$ cat config.mk
export PLATFORM = sky130hd
export DESIGN_NAME = pstl_exec
export DESIGN_NICKNAME = d
export VERILOG_FILES = /design/src/pstl_pkg.sv /design/src/pstl_bit_select.sv /design/src/pstl_exec.sv
export VERILOG_INCLUDE_DIRS = /design/src
export SDC_FILE = /design/constraint.sdc
export NUM_CORES = 1
export LEC_CHECK = 0
export BUFFER_PORTS_ARGS = -buffer_cell sky130_fd_sc_hd__buf_2
export CAP_MARGIN = 20
export CORE_MARGIN = 5
export CORE_UTILIZATION = 24
export CTS_CLUSTER_DIAMETER = 80
export DETAILED_ROUTE_END_ITERATION = 10
export MAX_ROUTING_LAYER = met4
export SYNTH_ARGS = -nofsm -noshare
export SYNTH_HDL_FRONTEND = slang
export SYNTH_SLANG_ARGS = --single-unit
$ cat constraint.sdc
create_clock -name i_clk -period 2.06 [get_ports i_clk]
set_clock_uncertainty 0.2 [all_clocks]
set_input_delay 0.103 -clock i_clk [delete_from_list [all_inputs] [get_ports i_clk]]
set_output_delay 0.103 -clock i_clk [all_outputs]
set_load 0.05 [all_outputs]
$ cat src/pstl_map.svh
// constants for the port skip and timer 1 load execution block
// assumes the core decoder presents one instruction word per taken cycle
`ifndef PSTL_MAP_SVH
`define PSTL_MAP_SVH
// ----------------------------------------
// opcodes
// ----------------------------------------
`define PSTL_OP_SKIP_W1  10'h024
`define PSTL_OP_SKIP_W2  10'h02b
`define PSTL_OP_TLOAD    10'h230
// ----------------------------------------
// field layout and reset values
// ----------------------------------------
`define PSTL_NIB_W       4
`define PSTL_PTR_MAX     4'h3
`define PSTL_TMR_RST     8'h00
`define PSTL_SEL_MSB     1
`define PSTL_HI_MSB      7
`define PSTL_HI_LSB      4
`define PSTL_LO_MSB      3
`define PSTL_LO_LSB      0
`endif

$ cat src/pstl_pkg.sv
// types for the port skip and timer 1 load execution block
// assumes pstl_map.svh supplies the numeric constants
package pstl_pkg;
   typedef enum logic [1:0] {
      PSTL_ST_IDLE   = 2'b01,
      PSTL_ST_SECOND = 2'b10
   } pstl_state_e;
   typedef logic [3:0] pstl_nib_t;
   typedef logic [7:0] pstl_byte_t;
endpackage

$ cat src/pstl_bit_select.sv
// picks one port bit by the bit pointer and flags an out-of-range pointer
// assumes a four-bit port and a four-bit pointer
`include "pstl_map.svh"
module pstl_bit_select
   import pstl_pkg::*;
#(
   parameter int PORT_W = 4
) (
   input  wire logic [PORT_W-1:0] i_port,
   input  wire logic [3:0]        i_ptr,
   output logic                   o_in_range,
   output logic                   o_bit
);
   always_comb begin
      o_in_range = (i_ptr <= `PSTL_PTR_MAX);
      o_bit      = 1'b1;
      if (o_in_range) begin
         o_bit = i_port[i_ptr[`PSTL_SEL_MSB:0]];
      end
   end
endmodule

$ cat src/pstl_exec.sv
// execution of the two-word port bit skip and the timer 1 load
// assumes i_exec marks each instruction word taken; inputs sync to i_clk
// assumes the core itself drops the word after a raised o_skip_next
// holds no memory beyond the timer bytes, the one waiting state of the skip op and the one-cycle skip, load and carry flops
`include "pstl_map.svh"
module pstl_exec
   import pstl_pkg::*;
#(
   parameter int PORT_W = 4
) (
   input  wire logic              i_clk,
   input  wire logic              i_rst,
   input  wire logic              i_exec,
   input  wire logic [9:0]        i_opcode,
   input  wire logic [PORT_W-1:0] i_port,
   input  wire logic [3:0]        i_bit_ptr,
   input  wire logic [3:0]        i_upper,
   input  wire logic [3:0]        i_acc,
   input  wire logic              i_carry,
   output logic                   o_skip_next,
   output logic                   o_busy,
   output logic                   o_timer_load,
   output logic [7:0]             o_timer_count,
   output logic [7:0]             o_timer_reload,
   output logic                   o_carry
);
   // ----------------------------------------
   // decode
   // ----------------------------------------
   // one compare helper so every opcode match reads alike
   function automatic logic is_op(input logic [9:0] op, input logic [9:0] code);
      is_op = (op == code);
   endfunction

   pstl_state_e state;
   pstl_state_e next_state;
   logic        next_skip_next;
   logic        next_timer_load;
   pstl_byte_t  next_timer_count;
   pstl_byte_t  next_timer_reload;
   logic        next_carry;
   logic        ptr_ok;
   logic        sel_bit;
   logic        tload;
   logic        skip_w1;
   logic        skip_w2;

   pstl_bit_select #(
      .PORT_W (PORT_W)
   ) u_sel (
      .i_port     (i_port),
      .i_ptr      (i_bit_ptr),
      .o_in_range (ptr_ok),
      .o_bit      (sel_bit)
   );

   // the words are told apart only by their code; i_exec gates all three
   assign tload   = i_exec && is_op(i_opcode, `PSTL_OP_TLOAD);
   assign skip_w1 = i_exec && is_op(i_opcode, `PSTL_OP_SKIP_W1);
   assign skip_w2 = i_exec && is_op(i_opcode, `PSTL_OP_SKIP_W2);
   assign o_busy  = (state == PSTL_ST_SECOND);

   // ----------------------------------------
   // skip sequencer
   // ----------------------------------------
   // the port bit is sampled with the second word, not the first, so a pin
   // that settles during the first word is still seen at its final level
   always_comb begin
      next_state     = state;
      next_skip_next = 1'b0;
      case (state)
         PSTL_ST_IDLE: begin
            if (skip_w1) begin
               next_state = PSTL_ST_SECOND;
            end
         end
         PSTL_ST_SECOND: begin
            // any word taken here ends the op; only the partner code may skip
            if (i_exec) begin
               next_state = PSTL_ST_IDLE;
               if (skip_w2) begin
                  next_skip_next = ptr_ok && !sel_bit;
               end
            end
         end
         default: begin
            next_state = PSTL_ST_IDLE;
         end
      endcase
   end

   always_ff @(posedge i_clk or posedge i_rst) begin
      if (i_rst) begin
         state       <= PSTL_ST_IDLE;
         o_skip_next <= 1'b0;
      end
      else begin
         state       <= next_state;
         o_skip_next <= next_skip_next;
      end
   end

   // ----------------------------------------
   // timer 1 count and reload
   // ----------------------------------------
   // a load word that arrives while a skip waits for its second word is
   // consumed as that second word and loads nothing
   always_comb begin
      next_timer_load   = 1'b0;
      next_timer_count  = o_timer_count;
      next_timer_reload = o_timer_reload;
      if (tload && (state == PSTL_ST_IDLE)) begin
         // count and reload take the same byte in one cycle
         next_timer_load   = 1'b1;
         next_timer_count  = {i_upper, i_acc};
         next_timer_reload = {i_upper, i_acc};
      end
   end

   always_ff @(posedge i_clk or posedge i_rst) begin
      if (i_rst) begin
         o_timer_load   <= 1'b0;
         o_timer_count  <= `PSTL_TMR_RST;
         o_timer_reload <= `PSTL_TMR_RST;
      end
      else begin
         o_timer_load   <= next_timer_load;
         o_timer_count  <= next_timer_count;
         o_timer_reload <= next_timer_reload;
      end
   end

   // ----------------------------------------
   // carry
   // ----------------------------------------
   // neither op writes the carry; it is passed on a cycle late so that the
   // core sees it aligned with the other registered results
   always_comb begin
      next_carry = i_carry;
   end

   always_ff @(posedge i_clk or posedge i_rst) begin
      if (i_rst) begin
         o_carry <= 1'b0;
      end
      else begin
         o_carry <= next_carry;
      end
   end
endmodule

# == Word level (Yosys, flattened, before mapping) ==
# Index checks and enable logic that the tools add are counted.
# op_classes
magnitude_cmp,2
eq_ne,7
n_mux,10
reduce_logical,7
# ops
op,n
10-bit by 6-bit equality test with 1-bit output (second input constant),2
10-bit equality test (second input constant),1
1-bit two-way mux,6
1-bit logical AND,5
4-bit by 2-bit <= comparator with 1-bit output (second input constant),1
2-bit two-way mux,2
2-bit inequality test (second input constant),2
2-bit case mux with 2 select lines,1
2-bit by 3-bit less-than comparator with 1-bit output (second input constant),1
1-bit binary-select mux with 2-bit select,1
2-bit by 1-bit equality test with 1-bit output (second input constant),1
2-bit equality test (second input constant),1
2-bit AND reduction,1
1-bit logical NOT,1
# word_totals
ff_bits,13
output_inout_bits,20
wordCells,31

# == Longest topological paths before layout ==
# Gate-level depths: netlist of run 1.
# depth
depth_word,8
ltp_mapped,3
depth_no_buf,3

# == Hierarchy ==
# From an unflattened synthesis of run 1, not the netlist that was laid out.
# hier_totals
cells_unflattened,50
area_unflattened_um2,666.9
# modules_own_cells
mod,instances,cells_per_inst,area_each_um2,seq_area_each_um2
pstl_exec,1,47,634.4,326.6
pstl_bit_select,1,3,32.5,0.0

# == Least setup slack after synthesis of run 1 ==
# No wires, ideal clock.
# synth_timing
kind,register -> register
startpoint,reg state[1]
endpoint,reg o_skip_next
t_arrival_ns,1.627
path_slack_ns,0.138
stages_incl_launch_ff,4
path_cell_list,dfrtp_1 -> nor2b_1 -> nand4_1 -> nor4b_2
# synth_between
elab_chain_cells,2
# synth_rtl
element,line,source
start: declaration,pstl_exec.sv:35,pstl_state_e state;
start signal: assignment,pstl_exec.sv:98,state <= next_state;
2-bit equality test,n/a,
named net o_busy,pstl_exec.sv:21,"output logic o_busy,"
1-bit two-way mux,pstl_exec.sv:71,case (state)
named net next_skip_next,pstl_exec.sv:37,logic next_skip_next;
end signal: assignment,pstl_exec.sv:99,o_skip_next <= next_skip_next;
end: declaration,pstl_exec.sv:20,"output logic o_skip_next,"
# The timed path passes the listed nets, and every way through them passes these cells.
# A chain may end at the register's enable or synchronous reset.

# == Worst setup path after layout of run 1 ==
# layout_timing
startpoint,reg state[1]
endpoint,reg o_skip_next
# layout_between
elab_chain_cells,2
# layout_rtl
element,line
2-bit equality test,pstl_exec.sv:71
1-bit two-way mux,pstl_exec.sv:71
named net next_skip_next,pstl_exec.sv:37
# The timed path passes the listed nets, and every way through them passes these cells.

==> flow_metrics.py, run 1 <==
metrics = {
    "final_layout": {
        "final_cells": 144,
        "fillCellCount": 255,
        "drive_gt1_share_pct": 61.1,
        "syn_to_final_growth_pct": 66.8,
        "antenna_cells": 0,
        "final_nets": 144,
        "final_util_pct": 41.1,
    },
    "power_and_ir_drop": {
        "leakagePower_uw": 0.000612,
        "fin_total_pwr_uw": 515,
        "p_per_area_mw_per_mm2": 458,
        "ir_drop_uv": 274,
    },
    "clocking": {
        "clk_pin_slew_worst_paths_ps": 80,
        "cts_tree": "built",
        "clk_latency_ps": 270,
        "cts_sinks": 13,
        "numCtsBuffers": 3,
        "cts_root_buf": "clkbuf_4",
        "h-tree-depth": 1,
        "clock_path_buffers": 2,
        "cts-resized-gates": 0,
    },
    "drt": {
        "drc": 0,
        "highest_layer": "met3",
        "final_antenna_net_count": 0,
        "viasPerCell": 4.13,
        "drtPass1Iterations": 2,
        "num_vias": 595,
        "wl_met1_um": 668,
        "finalWirelength_mm": 1.69,
        "wl_met3_um": 161,
        "routedWlPerCell_um": 11.8,
        "wl_met2_um": 863,
        "dr.first_iter.drc_count": 1,
    },
    "sta": {
        "rsz0062_at_grt": "no",
        "drv_slew": 0,
        "fmax_ghz": 0.527,
        "worst_pin_slew_ps": 481,
        "relSlewSlack_pct": 67.9,
        "setup_viol": 0,
        "period_minus_slack_ps": 1900,
        "fin_tns_setup_ps": 0,
        "holdWs_ps": 6.52,
        "hold_viol": 0,
        "fin_crit_sh_pct": 92.1,
    },
    "die": {
        "io_pins": 50,
        "core-area_mm2": 0.00273,
        "rows": 19,
        "chipWidth_um": 63.0,
        "die_area_mm2": 0.00397,
        "initial_core_util_pct": 24.7,
        "die_y_um": 63.0,
    },
    "worst_hold_path": {
        "worstHoldStart": "i_opcode[8]",
        "hold_path.class": "in2reg",
    },
    "critical_path": {
        "cp.required_ps": 2040,
        "critPathLaunchType": "flop",
        "path_buf_inv": 1,
        "r2r_start": "state[1]$_DFFE_PP0P_",
        "cp_cell_sequence": "nor2b_1 > nand4_1 > dlygate4sd3_1 > nor4b_2",
        "worstPathArrival_ps": 1870,
        "end_kind": "flop",
        "path_class": "reg2reg",
        "critPathMaxFanout": 3,
        "worstSetupStartpoint": "state[1]$_DFFE_PP0P_",
        "crit_slowest_cell": "dlygate4sd3_1",
        "max_stage_delay_ps": 580,
        "crit_family": "simple AND/OR/NAND/NOR gates",
    },
    "global_route": {
        "overflow": 0,
        "grt_antenna_before_repair": 0,
        "grt_max_degree": 14,
        "grt_pass1_vias": 678,
        "grt_first_pass_wirelength_mm": 2.93,
        "grt_use_total_pct": 9.28,
    },
    "job": {
        "drv_cap": 0,
    },
    "synth": {
        "synth_fp_nets": 78,
        "yosys.area.top_type": "dfrtp_1",
        "avgSynthCellArea_um2": 14.0,
        "synth_top_area_share_pct": 44.5,
        "yosysSeqAreaShare_pct": 48.4,
        "ys_top_cells_by_area": "dfrtp_1 (45%), mux2_2 (12%), buf_4 (8.9%)",
        "synth_cells": 48,
        "ys_warn_count": 0,
        "ys_ff_latch": 13,
        "yosysUniqueCellTypes": 21,
        "netlist_area_um2": 674,
    },
    "run_status": {
        "status": "completed",
    },
    "place": {
        "gp_congestion": 0.666,
        "dpl.cell_count": 120,
        "io_buffers": 49,
    },
}
==> path summary, 6_finish.rpt <==
| path | cells past startpoint | slack (ps) | end |
|---|---|---|---|
| min in group asynchronous | 3 | 190 | o_timer_reload[7]$_DFFE_PP0P_ |
| worst max register to register | 4 | 160 | o_skip_next$_DFF_PP0_ |
| worst min-delay path | 4 | 7 | o_timer_load$_DFF_PP0_ |
| worst max-delay path | 4 | 160 | o_skip_next$_DFF_PP0_ |
| max in group asynchronous | 3 | 1120 | state[0]$_DFFE_PP1P_ |
| worst min register to register | 1 | 330 | o_timer_reload[3]$_DFFE_PP0P_ |
==> final cells by class <==
type                    count  area [µm²]  share of cell area [%]
clock buffers               4        26.3                    2.34
well taps                  31        38.8                    3.45
multi-input cells          25         280                    24.9
flip-flops and latches     13         327                    29.0
inverters                   2        7.51                   0.667
repair buffers             69         445                    39.6
==> flip-flops by register name (all words and copies together) (netlist names) <==
name	flops
o_skip_next	1
o_timer_load	1
o_timer_reload	8
o_carry	1
state	2
==> report_power, final <==
| group | switching, µW | internal (µW) |
|---|---|---|
| clock | 75.4 | 74.8 |
| sequential | 1.67 | 258 |
| combinational | 49.7 | 55.1 |
==> cells by family after synthesis <==
kind of cell	Yosys count	share of synthesized area [%]
and+or+nand+nor	14	22.1
buffers and inverters	10	10.0
AOI/OAI and AO/OA	2	2.23
muxes	9	17.3
DFF	13	48.4
==> layout by cell type (no fill, tap or decap), types with 2 or more instances in the layout <==
master	n
nor2b_1	3
inv_1	2
dlygate4sd3_1	20
dfrtp_1	12
clkbuf_4	3
buf_2	49
mux2_2	7
==> synth_stat cells <==
cell / number
a31o_2: 1
a31oi_1: 1
and2_1: 1
and2_2: 1
and3b_1: 1
buf_4: 8
dfrtp_1: 12
dfstp_2: 1
inv_1: 2
mux2_2: 7
mux2_4: 1
mux4_2: 1
nand2_1: 1
nand4_1: 1
nand4_4: 1
nor2_1: 1
nor2b_1: 3
nor3b_2: 1
nor4_4: 1
nor4b_2: 1
nor4b_4: 1
==> per-stage QoR <==
| step | instance area [µm²] | setup slack (ps) |
|---|---|---|
| after CTS | 1120 | 190 |
| after global routing | 1120 | 80.6 |
| after detailed placement | 898 | 495 |
| final | 1120 | 163 |
| after global placement | 898 | 529 |
| after floorplan | 674 | 138 |
==> metal layers <==
metal | GRT usage [%] | vias up
li1 | - | 292
met1 | 9.94 | 272
met2 | 16.2 | 31
met3 | 4.32 | 0
met4 | 0.796 | 0
met5 | - | -
==> worst register-to-register path, cell delays in order, from the launching register on <==
cell,delay [ps]
dfrtp_1,400
nor2b_1,240
nand4_1,110
dlygate4sd3_1,580
nor4b_2,270
==> timing repair <==
item / CTS / global route
setup buffers: 0 / 0
hold endpoints to repair: 24 / 0
hold buffers: 20 / 0
Note: power is estimated with default switching activity, not from simulation.
==> run 2: changes to the inputs <==
Settings changed: CORE_ASPECT_RATIO set to 0.5.
==> run 2 against run 1 <==
  * Total power increased by 14%
  * Setup slack improved by 4.7 ps
  * Largest power group unchanged
  * Cell count up 2.8%
  * Highest routed layer is now met4
  * Core utilization increased by 1.8 points
==> flow_metrics.py, run 2 (synthesis gave the netlist of run 1 again) <==
metrics = {
    "run_status": {
        "status": "completed",
    },
    "die": {
        "io_pins": 50,
        "chipWidth_um": 85.0,
        "die_area_mm2": 0.00403,
        "initial_core_util_pct": 25.6,
        "rows": 13,
        "die_y_um": 47.5,
        "core-area_mm2": 0.00264,
    },
    "place": {
        "gp_congestion": 0.700,
        "dpl.cell_count": 126,
        "io_buffers": 49,
    },
    "final_layout": {
        "layout_commonest_cell": "buf_2",
        "largest_reg_flops": 8,
        "drive_gt1_share_pct": 62.2,
        "top_regs": "o_timer_reload x8, state x2",
        "antenna_cells": 0,
        "layout_common_cells": "buf_2 (49), dlygate4sd3_1 (18), dfrtp_1 (12), mux2_2 (7)",
        "final_cells": 148,
        "final_nets": 142,
        "syn_to_final_growth_pct": 67.7,
        "fillCellCount": 253,
        "max_flop_register": "o_timer_reload",
    },
    "clocking": {
        "clk_pin_slew_worst_paths_ps": 50,
        "cts_tree": "built",
        "clock_path_buffers": 2,
        "cts_root_buf": "clkbuf_8",
        "cts_sinks": 13,
        "h-tree-depth": 1,
        "cts_setup_buffers": 0,
        "numCtsBuffers": 3,
        "cts-resized-gates": 0,
        "clk_latency_ps": 240,
    },
    "power_and_ir_drop": {
        "p_seq_share_pct": 44.4,
        "comb_power_share_pct": 17.5,
        "p_sw_share_pct": 23.7,
        "p_per_area_mw_per_mm2": 519,
        "p_switching_uw": 139,
        "p_int_uw": 448,
        "leakagePower_uw": 0.000611,
        "fin_total_pwr_uw": 587,
        "ir_drop_uv": 199,
        "clockPowerShare_pct": 38.1,
    },
    "critical_path": {
        "r2r_start": "state[1]$_DFFE_PP0P_",
        "critPathMaxFanout": 3,
        "crit_slowest_cell": "dlygate4sd3_1",
        "max_stage_delay_ps": 580,
        "ff2ff_path_depth": 4,
        "r2r_setup_slack_ps": 170,
        "end_kind": "flop",
        "cp.required_ps": 2010,
        "path_class": "reg2reg",
        "critPathLaunchType": "flop",
        "worstPathArrival_ps": 1840,
        "rr_endpoint": "o_skip_next$_DFF_PP0_",
        "cp_cell_sequence": "nor2b_1 > nand4_1 > dlygate4sd3_1 > nor4b_2",
    },
    "drt": {
        "dr.first_iter.drc_count": 4,
        "viasPerCell": 3.89,
        "drc": 0,
        "finalWirelength_mm": 1.72,
        "num_vias": 576,
        "routedWlPerCell_um": 11.6,
        "final_antenna_net_count": 0,
        "drtPass1Iterations": 4,
    },
    "global_route": {
        "grt_pass1_vias": 624,
        "overflow": 0,
        "use_met2_pct": 17.3,
        "gr-max-usage-layer": "met2",
        "grt_antenna_before_repair": 0,
        "grt_use_total_pct": 8.91,
        "grtUsageMet1_pct": 8.26,
        "grt_max_degree": 14,
        "grtUsageMet3_pct": 2.58,
        "grt_first_pass_wirelength_mm": 2.61,
    },
    "sta": {
        "worst_pin_slew_ps": 476,
        "fmax_ghz": 0.528,
        "rsz0062_at_grt": "no",
        "setup_viol": 0,
        "fin_crit_sh_pct": 91.9,
        "hold_viol": 0,
        "drv_slew": 0,
        "period_minus_slack_ps": 1890,
        "relSlewSlack_pct": 68.2,
        "fin_tns_setup_ps": 0,
    },
    "worst_hold_path": {
        "min_to": "o_skip_next$_DFF_PP0_",
        "worstHoldStart": "i_bit_ptr[1]",
        "hold_path.class": "in2reg",
        "whs_path_depth": 3,
    },
    "job": {
        "drv_cap": 0,
    },
}
-- run 2: cell count changes in the layout (fill, tap and decap cells not counted) --
| cell | before | now |
|---|---|---|
| clkbuf_4 | 3 | 0 |
| clkbuf_8 | 0 | 3 |
| dlygate4sd3_1 | 20 | 18 |
-- run 2: layout make-up --
type	count	area [µm²]	share of cell area, %
multi-input cells	25	280	24.8
well taps	37	46.3	4.09
inverters	2	7.51	0.664
flip-flops and latches	13	327	28.9
clock buffers	4	45.0	3.98
repair buffers	67	425	37.6
-- run 2: per-layer routing --
| metal | up-vias | routed length (µm) |
|---|---|---|
| met5 | - | 0 |
| met4 | 0 | 17 |
| met3 | 3 | 81 |
| met2 | 12 | 975 |
| met1 | 272 | 647 |
| li1 | 289 | - |
-- run 2: timing repair --
item	CTS	global route
endpoints found under the hold margin	24	0
setup endpoints to repair	0	0
hold buffers	18	0
-- run 2: worst max-delay path by stage --
stage | cells past startpoint | slack [ps] | from | endpoint
after detailed placement | 3 | 520 | state[0]$_DFFE_PP1P_ | o_timer_reload[0]$_DFFE_PP0P_
after global routing | 4 | 80 | state[1]$_DFFE_PP0P_ | o_skip_next$_DFF_PP0_
after CTS | 6 | 190 | i_exec | state[0]$_DFFE_PP1P_
after floorplan | 3 | 140 | state[1]$_DFFE_PP0P_ | o_skip_next$_DFF_PP0_
final | 4 | 170 | state[1]$_DFFE_PP0P_ | o_skip_next$_DFF_PP0_
after global placement | 3 | 540 | state[0]$_DFFE_PP1P_ | o_timer_reload[0]$_DFFE_PP0P_
-- run 2: power groups by stage --
stage,clock network (µW),logic [µW],registers [µW]
floorplan,0,31.5,277
global placement,0,81.1,265
detailed placement,0,81.2,265
CTS,230,103,261
global route,240,111,261
finish,224,102,261
-- run 2: through the flow --
step | instance area, µm² | hold slack, ps | setup WS [ps] | utilization (%)
after global placement | 906 | -46.9 | 535 | 34.4
after floorplan | 674 | -221 | 138 | -
final | 1130 | 19.3 | 167 | 42.9
after CTS | 1130 | 18.4 | 188 | 42.9
after detailed placement | 906 | -64.6 | 516 | 34.4
after global routing | 1130 | 22.6 | 83.5 | 42.9
-- run 2: worst max-delay path, delay by kind of cell, from the launching register on --
family | cells | cell delay [ps]
buffers and inverters | 1 | 580
DFF | 1 | 390
and+or+nand+nor | 3 | 620
==> run 3: changes to the inputs <==
Settings changed: RECOVER_POWER set to 50.
==> run 3 against run 2 <==
  * Setup slack unchanged
  * Via count increased by 0.87%
  * Sequential share of layout area increased by 0.29 points
  * Total power down 0.12%
  * Largest power group unchanged
  * Sequential power hardly changed
==> flow_metrics.py, run 3 (synthesis gave the netlist of run 1 again) <==
metrics = {
    "power_and_ir_drop": {
        "leakagePower_uw": 0.000574,
        "ir_drop_uv": 199,
        "p_per_area_mw_per_mm2": 524,
    },
    "clocking": {
        "h-tree-depth": 1,
        "cts_tree": "built",
        "clk_pin_slew_worst_paths_ps": 50,
        "cts_sinks": 13,
        "clk_latency_ps": 240,
        "cts_root_buf": "clkbuf_8",
        "cts_setup_buffers": 0,
        "hold_buffers": 18,
        "numCtsBuffers": 3,
        "cts-resized-gates": 0,
        "clock_path_buffers": 2,
    },
    "run_status": {
        "status": "completed",
    },
    "sta": {
        "rsz0062_at_grt": "no",
        "holdWs_ps": 19.3,
        "relSlewSlack_pct": 60.2,
        "fmax_ghz": 0.528,
        "fin_tns_setup_ps": 0,
        "hold_viol": 0,
        "drv_slew": 0,
        "setup_viol": 0,
        "period_minus_slack_ps": 1890,
        "worst_pin_slew_ps": 600,
        "fin_crit_sh_pct": 91.9,
    },
    "critical_path": {
        "crit_slowest_cell": "dlygate4sd3_1",
        "r2r_setup_slack_ps": 170,
        "critPathMaxFanout": 3,
        "end_kind": "flop",
        "crit_family": "simple AND/OR/NAND/NOR gates",
        "cp.required_ps": 2010,
        "path_class": "reg2reg",
        "crit_end": "o_skip_next$_DFF_PP0_",
        "worstSetupStartpoint": "state[1]$_DFFE_PP0P_",
        "cp.depth": 4,
        "worstPathArrival_ps": 1840,
        "path_buf_inv": 1,
        "critPathLaunchType": "flop",
        "r2r_start": "state[1]$_DFFE_PP0P_",
        "rr_endpoint": "o_skip_next$_DFF_PP0_",
        "ff2ff_path_depth": 4,
        "cp_cell_sequence": "nor2b_1 > nand4_1 > dlygate4sd3_1 > nor4b_2",
        "max_stage_delay_ps": 580,
    },
    "die": {
        "die_area_mm2": 0.00403,
        "initial_core_util_pct": 25.6,
        "die_y_um": 47.5,
        "io_pins": 50,
        "chipWidth_um": 85.0,
        "rows": 13,
        "core-area_mm2": 0.00264,
    },
    "global_route": {
        "grt_max_degree": 14,
        "overflow": 0,
        "grt_pass1_vias": 624,
        "grt_antenna_before_repair": 0,
        "grt_use_total_pct": 8.91,
        "grt_first_pass_wirelength_mm": 2.61,
    },
    "drt": {
        "drc": 0,
        "routedWlPerCell_um": 11.6,
        "wl_met3_um": 91,
        "wl_met2_um": 970,
        "final_antenna_net_count": 0,
        "num_vias": 581,
        "wl_met1_um": 643,
        "dr.first_iter.drc_count": 4,
        "finalWirelength_mm": 1.72,
        "drtPass1Iterations": 4,
        "viasPerCell": 3.93,
        "highest_layer": "met4",
    },
    "place": {
        "io_buffers": 49,
        "gp_congestion": 0.700,
        "dpl_cell_area_um2": 906,
    },
    "final_layout": {
        "top_regs": "o_timer_reload x8, state x2",
        "largest_reg_flops": 8,
        "max_flop_register": "o_timer_reload",
        "layout_common_cells": "buf_2 (40), dlygate4sd3_1 (18), dfrtp_1 (12), clkbuf_1 (10), mux2_2 (7)",
        "final_cell_area_mm2": 0.00112,
        "final_nets": 142,
        "drive_gt1_share_pct": 54.1,
        "layout_commonest_cell": "buf_2",
        "syn_to_final_growth_pct": 66.0,
        "antenna_cells": 0,
    },
    "worst_hold_path": {
        "worstHoldStart": "i_bit_ptr[1]",
        "hold_path.class": "in2reg",
    },
    "job": {
        "drv_cap": 0,
    },
}
## run 3: layout make-up
| cell class | count | area, µm² |
|---|---|---|
| timing repair buffer | 67 | 414 |
| tap | 37 | 46.3 |
| fill | 260 | 1520 |
| sequential | 13 | 327 |
| inverter | 2 | 7.51 |
| clock buffer | 4 | 45.0 |
| multi-input combinational | 25 | 280 |
## run 3: worst register-to-register path: stages (launching register included)
cell and delay, ps:
dfrtp_1 390, nor2b_1 230, nand4_1 110, dlygate4sd3_1 580, nor4b_2 280
## run 3: how the worst min path moves through the flow
stage / to / slack, ps / cells past startpoint
3_3_place_gp: o_timer_reload[3]$_DFFE_PP0P_ / -50 / 2
4_1_cts: o_skip_next$_DFF_PP0_ / 20 / 3
3_5_place_dp: o_timer_reload[7]$_DFFE_PP0P_ / -60 / 2
5_1_grt: o_skip_next$_DFF_PP0_ / 20 / 3
2_1_floorplan: o_carry$_DFF_PP0_ / -220 / 1
6_report: o_skip_next$_DFF_PP0_ / 20 / 3
## run 3: where the power goes
group | total, µW | internal, µW | switching, µW
Combinational | 102 | 51.9 | 49.7
Clock | 224 | 136 | 87.4
Sequential | 261 | 259 | 1.86
Total | 586 | 447 | 139
## run 3: stage by stage
stage	instances	power (µW)	worst slack, ps	utilization [%]
final	148	586	167	42.5
after global routing	148	611	83.5	42.5
after CTS	148	594	188	42.9
after detailed placement	126	346	516	34.4
after global placement	126	346	535	34.4
after floorplan	48	308	138	-
## run 3: metal layers
metal	global-route usage, %	vias to the layer above
met1	8.26	272
met5	-	-
li1	-	290
met4	5.36	0
met3	2.58	3
met2	17.3	16
